[src/sfrpg_cfg.svh]
// sfr paging and xram page constants
`ifndef SFRPG_CFG_SVH
`define SFRPG_CFG_SVH
`define SFRPG_ADDR_PAGE_SEL   8'hA7
`define SFRPG_ADDR_XRAM_PAGE  8'hAA
`define SFRPG_PAGE_SEL_RESET  8'h00
`define SFRPG_XRAM_PAGE_RESET 8'h00
`define SFRPG_PAGE_MAIN       8'h00
`define SFRPG_PAGE_ALT        8'h0F
`define SFRPG_SFR_BASE        8'h80
`define SFRPG_XRAM_PAGE_BIT   0
`endif

[src/sfrpg_pkg.sv]
// types for the sfr paging block
package sfrpg_pkg;
  typedef enum logic [1:0] {
    SFRPG_DEC_NONE,
    SFRPG_DEC_SHARED,
    SFRPG_DEC_MAIN,
    SFRPG_DEC_ALT
  } sfrpg_dec_type;

  typedef struct packed {
    logic [7:0] addr;
    logic       wr;
    logic       rd;
    logic       bit_op;
    logic [2:0] bit_idx;
    logic [7:0] wdata;
  } sfrpg_acc_type;
endpackage

[src/sfrpg_top.sv]
// sfr paging, page select and xram page register
// Notes on behaviour
// - 8-bit indirect external move takes high address byte from xram page.
// - xram page bits 7:1 read zero and ignore writes.
// - xram page lives at 0xAA on page 0x0, resets to zero.
// - direct accesses 0x80..0xFF go to sfr space, not internal ram.
// - addresses ending 0x0 or 0x8 allow bit access; others byte only.
// - after reset all sfr accesses target page 0x0.
// - core registers decode on both pages, page select included.
// - page 0x0F decodes its own set on reused addresses.
// - 8-bit page select at 0xA7 on every page, resets zero.
// - 8-bit external move takes low byte from R0 or R1.
// - 16-bit external move uses full data pointer, ignores xram page.
`timescale 1ns/10ps
`default_nettype none
`include "sfrpg_cfg.svh"
module sfrpg_top (
  // clock and reset
  input  wire logic                  sys_clk,
  input  wire logic                  rst_n,
  // direct access from the core
  input  wire sfrpg_pkg::sfrpg_acc_type acc,
  input  wire logic                  acc_direct,
  // external move request
  input  wire logic                  xmove_req,
  input  wire logic                  xmove_short,
  input  wire logic                  xmove_sel_r1,
  input  wire logic [7:0]            idx_r0,
  input  wire logic [7:0]            idx_r1,
  input  wire logic [15:0]           data_pointer,
  // routing results
  output logic                       sfr_sel_q,
  output logic                       iram_sel_q,
  output logic [1:0]                 sfr_kind_q,
  output logic [7:0]                 sfr_page_q,
  output logic                       bit_err_q,
  output logic [7:0]                 rdata_q,
  output logic                       rdata_hit_q,
  output logic [15:0]                xaddr_q,
  output logic                       xaddr_vld_q,
  output logic                       xram_page_bit_q
);
  logic [7:0] sfr_page_select_q;
  logic [7:0] sfr_page_select_d;
  logic       xram_page_bit_d;
  sfrpg_pkg::sfrpg_dec_type kind;
  logic       bit_ok;

  sfrpg_decode u_dec (
    .addr   (acc.addr),
    .page   (sfr_page_select_q),
    .kind   (kind),
    .bit_ok (bit_ok)
  );

  wire is_sfr   = acc_direct && acc.addr[7];
  wire any_acc  = acc.wr || acc.rd;
  wire hit_page = is_sfr && acc.addr == `SFRPG_ADDR_PAGE_SEL;
  wire hit_xpg  = is_sfr && kind == sfrpg_pkg::SFRPG_DEC_MAIN
                  && acc.addr == `SFRPG_ADDR_XRAM_PAGE;
  wire bit_bad  = is_sfr && acc.bit_op && !bit_ok;
  wire [7:0] xpg_byte = {7'h00, xram_page_bit_q};

  // page_wr merges one bit on bit writes, but bit_bad blocks them at 0xA7 (byte only); the xram page bit keeps its value
  wire [7:0] bit_mask = 8'h01 << acc.bit_idx;
  wire [7:0] page_wr  = acc.bit_op
    ? ((sfr_page_select_q & ~bit_mask) | (acc.wdata[0] ? bit_mask : 8'h00))
    : acc.wdata;
  wire xpg_wr = acc.bit_op ? xram_page_bit_q : acc.wdata[`SFRPG_XRAM_PAGE_BIT];

  assign sfr_page_select_d = (hit_page && acc.wr && !bit_bad)
                             ? page_wr : sfr_page_select_q;
  assign xram_page_bit_d   = (hit_xpg && acc.wr && !bit_bad)
                             ? xpg_wr : xram_page_bit_q;

  wire [7:0] rd_mux = hit_page ? sfr_page_select_q
                    : hit_xpg  ? xpg_byte : 8'h00;

  // high byte from xram page on short form, full pointer on long form
  wire [7:0]  low_idx = xmove_sel_r1 ? idx_r1 : idx_r0;
  wire [15:0] xaddr_d = xmove_short ? {xpg_byte, low_idx}
                                    : data_pointer;

  // page select resets to page 0x0
  always_ff @(posedge sys_clk or negedge rst_n) begin
    if (!rst_n) begin
      sfr_page_select_q <= `SFRPG_PAGE_SEL_RESET;
      xram_page_bit_q   <= 1'(`SFRPG_XRAM_PAGE_RESET);
    end else begin
      sfr_page_select_q <= sfr_page_select_d;
      xram_page_bit_q   <= xram_page_bit_d;
    end
  end

  always_ff @(posedge sys_clk or negedge rst_n) begin
    if (!rst_n) begin
      sfr_sel_q   <= 1'b0;
      iram_sel_q  <= 1'b0;
      sfr_kind_q  <= 2'h0;
      bit_err_q   <= 1'b0;
      rdata_q     <= 8'h00;
      rdata_hit_q <= 1'b0;
    end else begin
      sfr_sel_q   <= is_sfr && any_acc;
      iram_sel_q  <= !is_sfr && any_acc;
      sfr_kind_q  <= is_sfr ? kind : sfrpg_pkg::SFRPG_DEC_NONE;
      bit_err_q   <= bit_bad && any_acc;
      rdata_q     <= acc.rd ? rd_mux : 8'h00;
      rdata_hit_q <= acc.rd && (hit_page || hit_xpg);
    end
  end

  always_ff @(posedge sys_clk or negedge rst_n) begin
    if (!rst_n) begin
      xaddr_q     <= 16'h0000;
      xaddr_vld_q <= 1'b0;
    end else begin
      xaddr_q     <= xmove_req ? xaddr_d : xaddr_q;
      xaddr_vld_q <= xmove_req;
    end
  end

  assign sfr_page_q = sfr_page_select_q;

  // checks
  a_xpage_high: assert property (
    @(posedge sys_clk) disable iff (!rst_n)
    xmove_req && xmove_short |=> xaddr_q[15:9] == 7'h00
      && xaddr_q[8] == $past(xram_page_bit_q))
    else $error("short move high byte wrong");
  a_xpage_read: assert property (
    @(posedge sys_clk) disable iff (!rst_n)
    rdata_hit_q && $past(hit_xpg) |-> rdata_q[7:1] == 7'h00)
    else $error("xram page upper bits not zero");
  a_xpage_page: assert property (
    @(posedge sys_clk) disable iff (!rst_n)
    is_sfr && acc.addr == `SFRPG_ADDR_XRAM_PAGE
      |-> hit_xpg == (sfr_page_select_q == `SFRPG_PAGE_MAIN))
    else $error("xram page decode does not follow page 0");
  a_route_sfr: assert property (
    @(posedge sys_clk) disable iff (!rst_n)
    acc_direct && acc.addr[7] && acc.rd |=> sfr_sel_q && !iram_sel_q)
    else $error("direct upper access not routed to sfr");
  a_bit_col: assert property (
    @(posedge sys_clk) disable iff (!rst_n)
    is_sfr && acc.bit_op && acc.rd && acc.addr[2:0] != 3'h0
      |=> bit_err_q)
    else $error("bit access allowed on byte-only address");
  a_page_shared: assert property (
    @(posedge sys_clk) disable iff (!rst_n)
    is_sfr && acc.addr == 8'hE0 |-> kind == sfrpg_pkg::SFRPG_DEC_SHARED)
    else $error("shared register not shared");
  a_alt_page: assert property (
    @(posedge sys_clk) disable iff (!rst_n)
    is_sfr && acc.addr == 8'hB9 && sfr_page_select_q == `SFRPG_PAGE_ALT
      |-> kind == sfrpg_pkg::SFRPG_DEC_ALT)
    else $error("alt page decode missing");
  a_page_write: assert property (
    @(posedge sys_clk) disable iff (!rst_n)
    hit_page && acc.wr && !acc.bit_op |=> sfr_page_q == $past(acc.wdata))
    else $error("page select write lost");
  a_long_move: assert property (
    @(posedge sys_clk) disable iff (!rst_n)
    xmove_req && !xmove_short |=> xaddr_q == $past(data_pointer))
    else $error("long move address wrong");
  a_other_page: assert property (
    @(posedge sys_clk) disable iff (!rst_n)
    is_sfr && sfr_page_select_q != `SFRPG_PAGE_MAIN
      && sfr_page_select_q != `SFRPG_PAGE_ALT
      |-> kind != sfrpg_pkg::SFRPG_DEC_MAIN
      && kind != sfrpg_pkg::SFRPG_DEC_ALT)
    else $error("page-specific register on unknown page");
  c_alt_sel: cover property (@(posedge sys_clk) disable iff (!rst_n)
    hit_page && acc.wr && acc.wdata == `SFRPG_PAGE_ALT);
  c_short: cover property (@(posedge sys_clk) disable iff (!rst_n)
    xmove_req && xmove_short && xram_page_bit_q);
  c_xpg_wr: cover property (@(posedge sys_clk) disable iff (!rst_n)
    hit_xpg && acc.wr);
endmodule // sfrpg_top
`default_nettype wire

[src/sfrpg_decode.sv]
// page-aware sfr address decoder
`timescale 1ns/10ps
`default_nettype none
`include "sfrpg_cfg.svh"
module sfrpg_decode (
  // address and page
  input  wire logic [7:0]             addr,
  input  wire logic [7:0]             page,
  // decode result
  output var sfrpg_pkg::sfrpg_dec_type   kind,
  output logic                        bit_ok
);
  wire [3:0] row = addr[7:4];
  wire [3:0] col = addr[3:0];
  logic shared_hit;
  logic main_hit;
  logic alt_hit;

  // registers present on both pages
  always_comb begin
    case (addr)
      8'h80, 8'h81, 8'h82, 8'h83, 8'h87, 8'h90, 8'hA0, 8'hA7,
      8'hA8, 8'hA9, 8'hD0, 8'hE0, 8'hE5, 8'hE6, 8'hE7, 8'hF0,
      8'hF6, 8'hF7: shared_hit = 1'b1;
      default: shared_hit = 1'b0;
    endcase
  end

  // page 0x0F set reuses main addresses
  always_comb begin
    case (addr)
      8'h85, 8'h86, 8'h91, 8'h92, 8'h93, 8'h94, 8'h95, 8'h96,
      8'h97, 8'hA4, 8'hA5, 8'hA6, 8'hB5, 8'hB9, 8'hBA, 8'hBD:
        alt_hit = 1'b1;
      default: alt_hit = 1'b0;
    endcase
  end

  // holes on the main page are reserved
  always_comb begin
    case (addr)
      8'hF3, 8'hD6, 8'hB4, 8'hAB, 8'hAF: main_hit = 1'b0;
      default: main_hit = 1'b1;
    endcase
  end

  // other page values leave only shared registers
  always_comb begin
    if (addr < `SFRPG_SFR_BASE) begin
      kind = sfrpg_pkg::SFRPG_DEC_NONE;
    end else if (shared_hit) begin
      kind = sfrpg_pkg::SFRPG_DEC_SHARED;
    end else if (page == `SFRPG_PAGE_MAIN && main_hit) begin
      kind = sfrpg_pkg::SFRPG_DEC_MAIN;
    end else if (page == `SFRPG_PAGE_ALT && alt_hit) begin
      kind = sfrpg_pkg::SFRPG_DEC_ALT;
    end else begin
      kind = sfrpg_pkg::SFRPG_DEC_NONE;
    end
  end

  // bit access only at column 0 or 8
  assign bit_ok = (col == 4'h0 || col == 4'h8) && row[3];
endmodule // sfrpg_decode
`default_nettype wire

[config.mk]
export PLATFORM = sky130hd
export DESIGN_NAME = sfrpg_top
export DESIGN_NICKNAME = d
export VERILOG_FILES = /design/src/sfrpg_pkg.sv /design/src/sfrpg_top.sv /design/src/sfrpg_decode.sv
export VERILOG_INCLUDE_DIRS = /design/src /design/src/src
export SDC_FILE = /design/constraint.sdc
export NUM_CORES = 1
export LEC_CHECK = 0
export ABC_CLOCK_PERIOD_IN_PS = 2650
export BUFFER_PORTS_ARGS = -buffer_cell sky130_fd_sc_hd__buf_2
export CAP_MARGIN = 25
export CELL_PAD_IN_SITES_DETAIL_PLACEMENT = 0
export CELL_PAD_IN_SITES_GLOBAL_PLACEMENT = 1
export CORE_ASPECT_RATIO = 0.75
export CORE_MARGIN = 3
export CORE_UTILIZATION = 33
export CTS_CLUSTER_DIAMETER = 120
export CTS_CLUSTER_SIZE = 12
export DETAILED_ROUTE_END_ITERATION = 7
export PLACE_DENSITY_LB_ADDON = 0.1
export SYNTH_ARGS = -nofsm -noshare
export SYNTH_HDL_FRONTEND = slang
export SYNTH_SLANG_ARGS = --single-unit
export TNS_END_PERCENT = 10
[constraint.sdc]
create_clock -name sys_clk -period 2.65 [get_ports sys_clk]
set_clock_uncertainty 0.15 [all_clocks]
set_input_delay 0.1325 -clock sys_clk [delete_from_list [all_inputs] [get_ports sys_clk]]
set_output_delay 0.1325 -clock sys_clk [all_outputs]
set_load 0.1 [all_outputs]
==> flow_summary.yaml, run 1 <==
yosys:
  ys_top_cells_by_area: "dfrtp_1 48%, mux2i_1 7.6%, mux2_2 4.3%"
  synthFlopType: "dfrtp_1"
  netlist.area_leader.share_pct: 47.68
  synth_fp_nets: 275
  synth_cell_type_count: 41
  synth_seq_cells: 40
  synth_area_leader_cell: "dfrtp_1"
  synth-edff-count: 0
  synthTopCellsByCount: "40 x dfrtp_1, 22 x nor2_1, 17 x a21oi_1"
  ys_warn_count: 0
  synth.cell_area_um2: 2100
  yosysMostFrequentCell: "dfrtp_1"
  synthCells: 215
  async_reset_ff_share_pct: 100.0
  synth_area_per_cell_um2: 9.765
  synth_seq_area_share_pct: 47.68
setup_path:
  crit_type: "input pin to flop"
  reg2reg_depth: 6
  critPathBufInv: 3
  path_delay_family: "simple AND/OR/NAND/NOR gates"
  arrival_ns: 2.23
  crit_cells: 9
  crit_path_start: "acc_direct"
  r2r_setup_slack_ns: 0.50
  critPathLaunchType: "input pin"
  worst_setup_path_end_kind: "flop"
  worst_path_largest_cell_delay_ns: 0.52
  crit_chain: "dlygate4sd3_1 -> buf_2 -> nand2_1 -> or4_4 -> nor2_4 -> and3_1 -> buf_4 -> nor2_1 -> a21oi_1"
  cp_slowest_cell: "dlygate4sd3_1"
  timing.rr.end: "rdata_q[0]"
  critPathRequiredTime_ns: 2.72
  crit_fanout: 14
global_route:
  gr-usage-met2_pct: 21.72
  track_usage_pct: 14.96
  use_met1_pct: 21.56
  grt_pass1_wl_um: 8694
  busiest_layer: "met2"
  met3_usage_pct: 4.722
  grt_antenna_before_repair: 0
  first_global_vias: 1740
  grt_start_max_net_pins: 41
  grt_overflow: 0
drt:
  drc: 0
  routedWlPerCell_um: 14.06
  postRouteAntennaNets: 0
  vias: 1947
  viasPerCell: 4.892
  dr.first_iter.drc_count: 57
  wl_um: 5596
  dr.pass1.iters: 5
timing:
  worstMarginPinSlew_ns: 0.8702
  drv_slew: 0
  finalCriticalPeriod_ns: 2.157
  post-route-period-util_pct: 81.40
  relSlewSlack_pct: 41.98
  fmax_mhz: 463.6
  setup_viol: 0
  tns_ns: 0
  fin_ws_ns: 0.4928
  finalHoldViolCount: 0
  rsz0062_at_grt: "no"
placement:
  port_buffers: 96
  dp_hpwl_um: 4097
  pre_cts_ws_ns: 0.5572
  gp_congestion: 0.7117
power_and_ir_drop:
  peakVddDrop_mv: 0.3894
  p_per_area_nw_per_um2: 563.0
  p_leak_nw: 1.477
  fin_total_pwr_mw: 1.628
clocking:
  cts_buffers: 5
  cts_root_buffer: "clkbuf_8"
  clk_pin_slew_worst_paths_ns: 0.08
  cts_resized: 0
  cts_hold_buf: 18
  clock-sinks: 40
  post-cts-setup-buffer-count: 0
  clk-insertion-delay-late_ns: 0.29
  h-tree-depth: 2
  clockBufferDepth: 2
  cts_tree: "built"
layout:
  antenna_cells: 0
  drive_above_1_share_pct: 37.19
  multi_input_area_um2: 987.2
  final_util_pct: 48.39
  nets: 379
  fillCellCount: 624
  areaGrowthSynthToFinish_pct: 37.72
  register_area_um2: 1001
worst_hold_path:
  min_from: "acc[2]"
  holdPathStages: 3
  hold_path.class: "input pin to flop"
job:
  drv_cap: 0
die:
  placementRows: 24
  fp.dieW_um: 98.10
  coreArea_um2: 5976
  dieArea_um2: 7365
  die_h_um: 75.08
  io_pins: 100
  start_util_pct: 35.13
status:
  status: "finished, final reports clean"
routing by layer:
layer,routed length [µm],vias to the layer above
li1,-,974
met1,2766,912
met2,2395,57
met3,391,4
met4,42,0
met5,0,-
metrics by stage:
step | hold WS, ns | instances | instance area [µm²]
after floorplan | -0.3131 | 215 | 2100
after global placement | 0.1601 | 372 | 2604
after detailed placement | 0.1612 | 372 | 2604
after CTS | 0.01138 | 398 | 2892
after global routing | 0.03136 | 398 | 2892
final | 0.009343 | 398 | 2892
logic make-up (layout without fill, tap and decap cells):
logic type,count (synthesis),after routing,share of synthesized area (%)
muxes,25,25,12.46
AOI/OAI and AO/OA,46,46,14.42
DFF,40,40,47.68
buffers and inverters,26,131,5.304
and+or+nand+nor,78,78,20.14
cells in the final DEF, fill, tap and decap left out, types with 3 or more instances in the layout:
| cell | Yosys | layout |
|---|---|---|
| buf_2 | 2 | 96 |
| dfrtp_1 | 40 | 40 |
| nor2_1 | 22 | 22 |
| dlygate4sd3_1 | 0 | 18 |
| a21oi_1 | 17 | 17 |
| mux2i_1 | 16 | 16 |
| nand2_1 | 12 | 12 |
| and3_1 | 9 | 9 |
| nand3b_1 | 8 | 8 |
| o21ai_0 | 8 | 8 |
| inv_1 | 8 | 8 |
| mux2_2 | 8 | 8 |
| nor3_1 | 5 | 5 |
| clkbuf_8 | 0 | 5 |
| nor2b_1 | 4 | 4 |
| nor3b_1 | 3 | 3 |
| nand3_1 | 3 | 3 |
| o21a_1 | 3 | 3 |
| nand4_1 | 3 | 3 |
| a21oi_2 | 3 | 3 |
power breakdown:
part	internal (mW)	switching, mW
logic	0.122	0.359
clock network	0.280	0.209
registers	0.642	0.0152
total	1.04	0.584
how the worst max path moves through the flow:
stage / to
3_5_place_dp: rdata_q[0]
3_3_place_gp: rdata_q[0]
5_1_grt: flop
2_1_floorplan: xram_page_bit_q
4_1_cts: flop
6_report: flop
tightest hold or removal path, delay by kind of cell:
| kind | cells | cell delay (ns) |
|---|---|---|
| compound gates | 1 | 0.14 |
| buf+inv | 1 | 0.07 |
| mux | 1 | 0.06 |
final cells by class:
type | instances | area share [%]
Clock buffer | 6 | 2.510
Clock inverter | 2 | 1.212
Inverter | 8 | 1.039
Multi-Input combinational cell | 149 | 34.14
Sequential cell | 40 | 34.62
Tap cell | 78 | 3.375
Timing Repair Buffer | 115 | 23.11
No activity file was read; power rests on OpenSTA's default activity.
==> run 2, diff against run 1 <==
--- a/config.mk
+++ b/config.mk
@@ -6,7 +6,7 @@
 export SDC_FILE = /design/constraint.sdc
 export NUM_CORES = 1
 export LEC_CHECK = 0
-export ABC_CLOCK_PERIOD_IN_PS = 2650
+export ABC_CLOCK_PERIOD_IN_PS = 2250
 export BUFFER_PORTS_ARGS = -buffer_cell sky130_fd_sc_hd__buf_2
 export CAP_MARGIN = 25
 export CELL_PAD_IN_SITES_DETAIL_PLACEMENT = 0
==> constraint.sdc (replaced) <==
create_clock -name sys_clk -period 2.25 [get_ports sys_clk]
set_clock_uncertainty 0.15 [all_clocks]
set_input_delay 0.1125 -clock sys_clk [delete_from_list [all_inputs] [get_ports sys_clk]]
set_output_delay 0.1125 -clock sys_clk [all_outputs]
set_load 0.1 [all_outputs]
==> flow_summary.yaml, run 2 (same netlist as run 1, synthesis figures left out) <==
status:
  status: "finished, final reports clean"
power_and_ir_drop:
  peakVddDrop_mv: 0.3752
  fin_total_pwr_mw: 2.156
  p_leak_nw: 1.518
  p_per_area_nw_per_um2: 719.4
global_route:
  first_global_vias: 1857
  grt_start_max_net_pins: 29
  grt_pass1_wl_um: 9459
  track_usage_pct: 16.30
  grt_antenna_before_repair: 0
  grt_overflow: 0
clocking:
  clockBufferDepth: 2
  clock-sinks: 40
  post-cts-setup-buffer-count: 0
  h-tree-depth: 2
  clk_pin_slew_worst_paths_ns: 0.08
  clk-insertion-delay-late_ns: 0.29
  cts_root_buffer: "clkbuf_8"
  cts_tree: "built"
  cts_buffers: 5
die:
  dieArea_um2: 7365
  start_util_pct: 35.13
  coreArea_um2: 5976
  fp.dieW_um: 98.10
  die_h_um: 75.08
  io_pins: 100
  placementRows: 24
setup_path:
  critPathRequiredTime_ns: 2.33
  arrival_ns: 2.18
  critPathLaunchType: "flop"
  crit_type: "flop to flop"
  worst_setup_path_end_kind: "flop"
  crit_fanout: 4
drt:
  drc: 0
  postRouteAntennaNets: 0
  routedWlPerCell_um: 14.67
  viasPerCell: 4.911
  dr.pass1.iters: 6
  dr.first_iter.drc_count: 68
  wl_um: 5913
  vias: 1979
timing:
  fmax_mhz: 477.4
  worstMarginPinSlew_ns: 0.6316
  drv_slew: 0
  hold_slack_ns: 0.02237
  tns_ns: 0
  finalCriticalPeriod_ns: 2.095
  rsz0062_at_grt: "no"
  relSlewSlack_pct: 57.90
  finalHoldViolCount: 0
  setup_viol: 0
  post-route-period-util_pct: 93.10
worst_hold_path:
  hold_path.class: "input pin to flop"
layout:
  most-common-layout-cells: "96 x buf_2, 36 x dfrtp_1, 22 x nor2_1"
  postLayoutCellArea_um2: 2997
  antenna_cells: 0
  register_area_um2: 1006
  areaGrowthSynthToFinish_pct: 42.73
  multi_input_area_um2: 993.5
  drive_above_1_share_pct: 39.38
  fillCellCount: 581
  nets: 384
  layout_commonest_cell: "buf_2"
job:
  drv_cap: 0
placement:
  port_buffers: 96
  gp_congestion: 0.7947
  dp_hpwl_um: 4368
  placed_cell_area_um2: 2631
## run 2: cell count changes in the layout (fill, tap and decap cells not counted), sizes merged
cell / delta
dlygate4sd3: +2
clkinv: -1
clkbuf: -1
bufinv: +2
buf: +3
## run 2: final cells by class
type | instances | area share (%)
sequential | 40 | 33.57
inverter | 8 | 1.002
multi-input combinational | 149 | 33.15
timing repair buffer | 120 | 23.72
tap | 78 | 3.257
clock buffer | 5 | 2.296
clock inverter | 3 | 3.006
## run 2: metal layers
| metal | part of all wire, % | GRT usage (%) | vias up | wire length [µm] |
|---|---|---|---|---|
| li1 | - | - | 980 | - |
| met1 | 50 | 24.27 | 925 | 2934 |
| met2 | 44 | 24.43 | 72 | 2595 |
| met3 | 6.2 | 3.981 | 2 | 367 |
| met4 | 0.27 | 2.765 | 0 | 16 |
| met5 | 0 | 0 | - | 0 |
## run 2: per-stage QoR
step	std cells	util, %	setup slack [ns]
floorplan	215	-	0.01103
global placement	375	44.03	0.1637
detailed placement	375	44.03	0.1620
CTS	403	50.04	0.1255
global route	403	50.15	0.008515
finish	403	50.15	0.1553
## run 2: path summary, 6_finish.rpt
kind | startpoint | end | slack, ns | cells after the start
worst max-delay path | flop | rdata_q[0] | 0.16 | 6
worst min-delay path | xmove_req | xaddr_vld_q | 0.02 | 1
worst max register to register | flop | rdata_q[0] | 0.16 | 6
worst min register to register | xaddr_q[7] | xaddr_q[7] | 0.36 | 1
max in group asynchronous | rst_n | xaddr_q[11] | 1.08 | 3
min in group asynchronous | rst_n | xaddr_q[13] | 0.24 | 2
## run 2: power breakdown
part	internal, mW	switching [mW]
Sequential	0.757	0.0182
Clock	0.555	0.248
Combinational	0.149	0.429
Total	1.46	0.695
## run 2: worst max-delay path, cell delays in order (launching register included)
cell and delay (ns):
dfrtp_2 0.42, or4_1 0.60, nor4_2 0.16, o311a_1 0.23, a22oi_1 0.13, nor2b_1 0.17
a31o_2 0.16
## run 2: what timing repair did
action                                 in CTS  in global routing
resized for setup                           0                  1
setup endpoints to repair                   0                  2
endpoints found under the hold margin      45                  0
hold buffers                               20                  0
==> run 3, diff against run 2 <==
--- a/config.mk
+++ b/config.mk
@@ -8,7 +8,6 @@
 export LEC_CHECK = 0
 export ABC_CLOCK_PERIOD_IN_PS = 2250
 export BUFFER_PORTS_ARGS = -buffer_cell sky130_fd_sc_hd__buf_2
-export CAP_MARGIN = 25
 export CELL_PAD_IN_SITES_DETAIL_PLACEMENT = 0
 export CELL_PAD_IN_SITES_GLOBAL_PLACEMENT = 1
 export CORE_ASPECT_RATIO = 0.75
==> constraint.sdc (replaced) <==
create_clock -name sys_clk -period 2.25 [get_ports sys_clk]
set_clock_uncertainty 0.15 [all_clocks]
set_input_delay 0.1125 -clock sys_clk [delete_from_list [all_inputs] [get_ports sys_clk]]
set_output_delay 0.1125 -clock sys_clk [all_outputs]
set_load 0.02 [all_outputs]
==> flow_summary.yaml, run 3 (same netlist as run 1, synthesis figures left out) <==
drt:
  drc: 0
  routedWlPerCell_um: 14.38
  postRouteAntennaNets: 0
  dr.first_iter.drc_count: 63
  vias: 1949
  wl_um: 5780
  dr.pass1.iters: 4
  viasPerCell: 4.848
placement:
  port_buffers: 96
  dp_hpwl_um: 4192
  gp_congestion: 0.7513
  placed_cell_area_um2: 2626
  dp_cells: 375
clocking:
  h-tree-depth: 2
  post-cts-setup-buffer-count: 0
  clk_pin_slew_worst_paths_ns: 0.08
  cts_tree: "built"
  cts_root_buffer: "clkbuf_8"
  cts_buffers: 5
  clock-sinks: 40
  clockBufferDepth: 2
  clk-insertion-delay-late_ns: 0.29
die:
  io_pins: 100
  coreArea_um2: 5976
  placementRows: 24
  fp.dieW_um: 98.10
  dieArea_um2: 7365
  die_h_um: 75.08
  start_util_pct: 35.13
timing:
  relSlewSlack_pct: 41.12
  rsz0062_at_grt: "no"
  finalHoldViolCount: 0
  setup_viol: 0
  worstMarginPinSlew_ns: 0.8832
  tns_ns: 0
  post-route-period-util_pct: 94.42
  fmax_mhz: 470.7
  drv_slew: 0
  finalCriticalPeriod_ns: 2.125
setup_path:
  timing.rr.end: "rdata_q[0]"
  crit_chain: "or4_1 -> nor4_1 -> o311a_1 -> a22oi_1 -> nor2b_1 -> a31o_2"
  critPathLaunchType: "flop"
  path_delay_family: "simple AND/OR/NAND/NOR gates"
  critPathRequiredTime_ns: 2.32
  arrival_ns: 2.20
  crit_type: "flop to flop"
  cp_slowest_cell: "or4_1"
  r2r_setup_slack_ns: 0.13
  crit_cells: 6
  crit_fanout: 4
  worst_setup_path_end_kind: "flop"
  critPathBufInv: 0
  reg2reg_depth: 6
  worst_path_largest_cell_delay_ns: 0.59
global_route:
  first_global_vias: 1790
  grt_overflow: 0
  track_usage_pct: 15.69
  grt_antenna_before_repair: 0
  grt_pass1_wl_um: 9128
  grt_start_max_net_pins: 41
power_and_ir_drop:
  p_int_mw: 1.116
  clock_power_share_pct: 28.6
  p_leak_nw: 1.486
  comb_power_share_pct: 21.4
  switching_share_pct: 28.04
  p_per_area_nw_per_um2: 533.8
  power_switching_mw: 0.4346
  fin_total_pwr_mw: 1.550
  peakVddDrop_mv: 0.2972
  seqPwrFrac_pct: 50.0
layout:
  antenna_cells: 0
  drive_above_1_share_pct: 37.35
  postLayoutCellArea_um2: 2904
  most-common-layout-cells: "96 x buf_2, 40 x dfrtp_1, 22 x nor2_1"
  final_cells: 402
  areaGrowthSynthToFinish_pct: 38.32
  nets: 384
  layout_commonest_cell: "buf_2"
worst_hold_path:
  hold_path.class: "input pin to flop"
  holdPathStages: 1
  min_to: "xaddr_vld_q"
  min_from: "xmove_req"
job:
  drv_cap: 0
status:
  status: "finished, final reports clean"
## run 3: changes by cell type in the layout (fill, tap and decap cells not counted), sizes merged
cell / change
bufinv: -3
clkbuf: +1
clkinv: +1
## run 3: per-stage QoR
stage / hold slack, ns / worst slack (ns) / util (%)
2_1_floorplan: -0.3331 / 0.2212 / -
3_3_place_gp: 0.1408 / 0.1756 / 43.95
3_5_place_dp: 0.1325 / 0.1680 / 43.95
4_1_cts: 0.03622 / 0.1169 / 48.60
5_1_grt: 0.04576 / 0.02000 / 48.60
6_report: 0.04053 / 0.1255 / 48.60
## run 3: how the worst max path moves through the flow
stage	endpoint
after floorplan	xram_page_bit_q
after global placement	rdata_q[0]
after detailed placement	rdata_q[0]
after CTS	rdata_q[0]
after global routing	rdata_q[0]
final	rdata_q[0]
## run 3: what timing repair did
item / CTS / global route
hold endpoints to repair: 58 / 0
setup endpoints to repair: 0 / 0
gates resized for setup: 0 / 0
hold buffers: 20 / 0
## run 3: per-layer routing
metal	routed length, µm	part of all wire (%)	global-route usage (%)
met5	0	0	0
met4	42	0.73	3.687
met3	386	6.7	4.537
met2	2457	43	22.70
met1	2892	50	23.16
## run 3: power by group through the flow
stage	logic (mW)	registers, mW	clock network, mW
floorplan	0.129	0.838	0
CTS	0.337	0.775	0.463
finish	0.332	0.775	0.443
detailed placement	0.310	0.788	0
global placement	0.307	0.788	0
global route	0.367	0.780	0.492
## run 3: final cells by class
type	count	area, µm²
Multi-Input combinational cell	149	987.2
Timing Repair Buffer	120	710.7
Inverter	8	30.03
Sequential cell	40	1001
Fill cell	605	3072
Clock inverter	1	5.005
Clock buffer	6	72.57
Tap cell	78	97.59
## run 3: worst reg2reg max path, cell delays in order, from the launching register on
cell and delay, ns:
dfrtp_1 0.41, or4_1 0.59, nor4_1 0.20, o311a_1 0.23
a22oi_1 0.13, nor2b_1 0.18, a31o_2 0.17
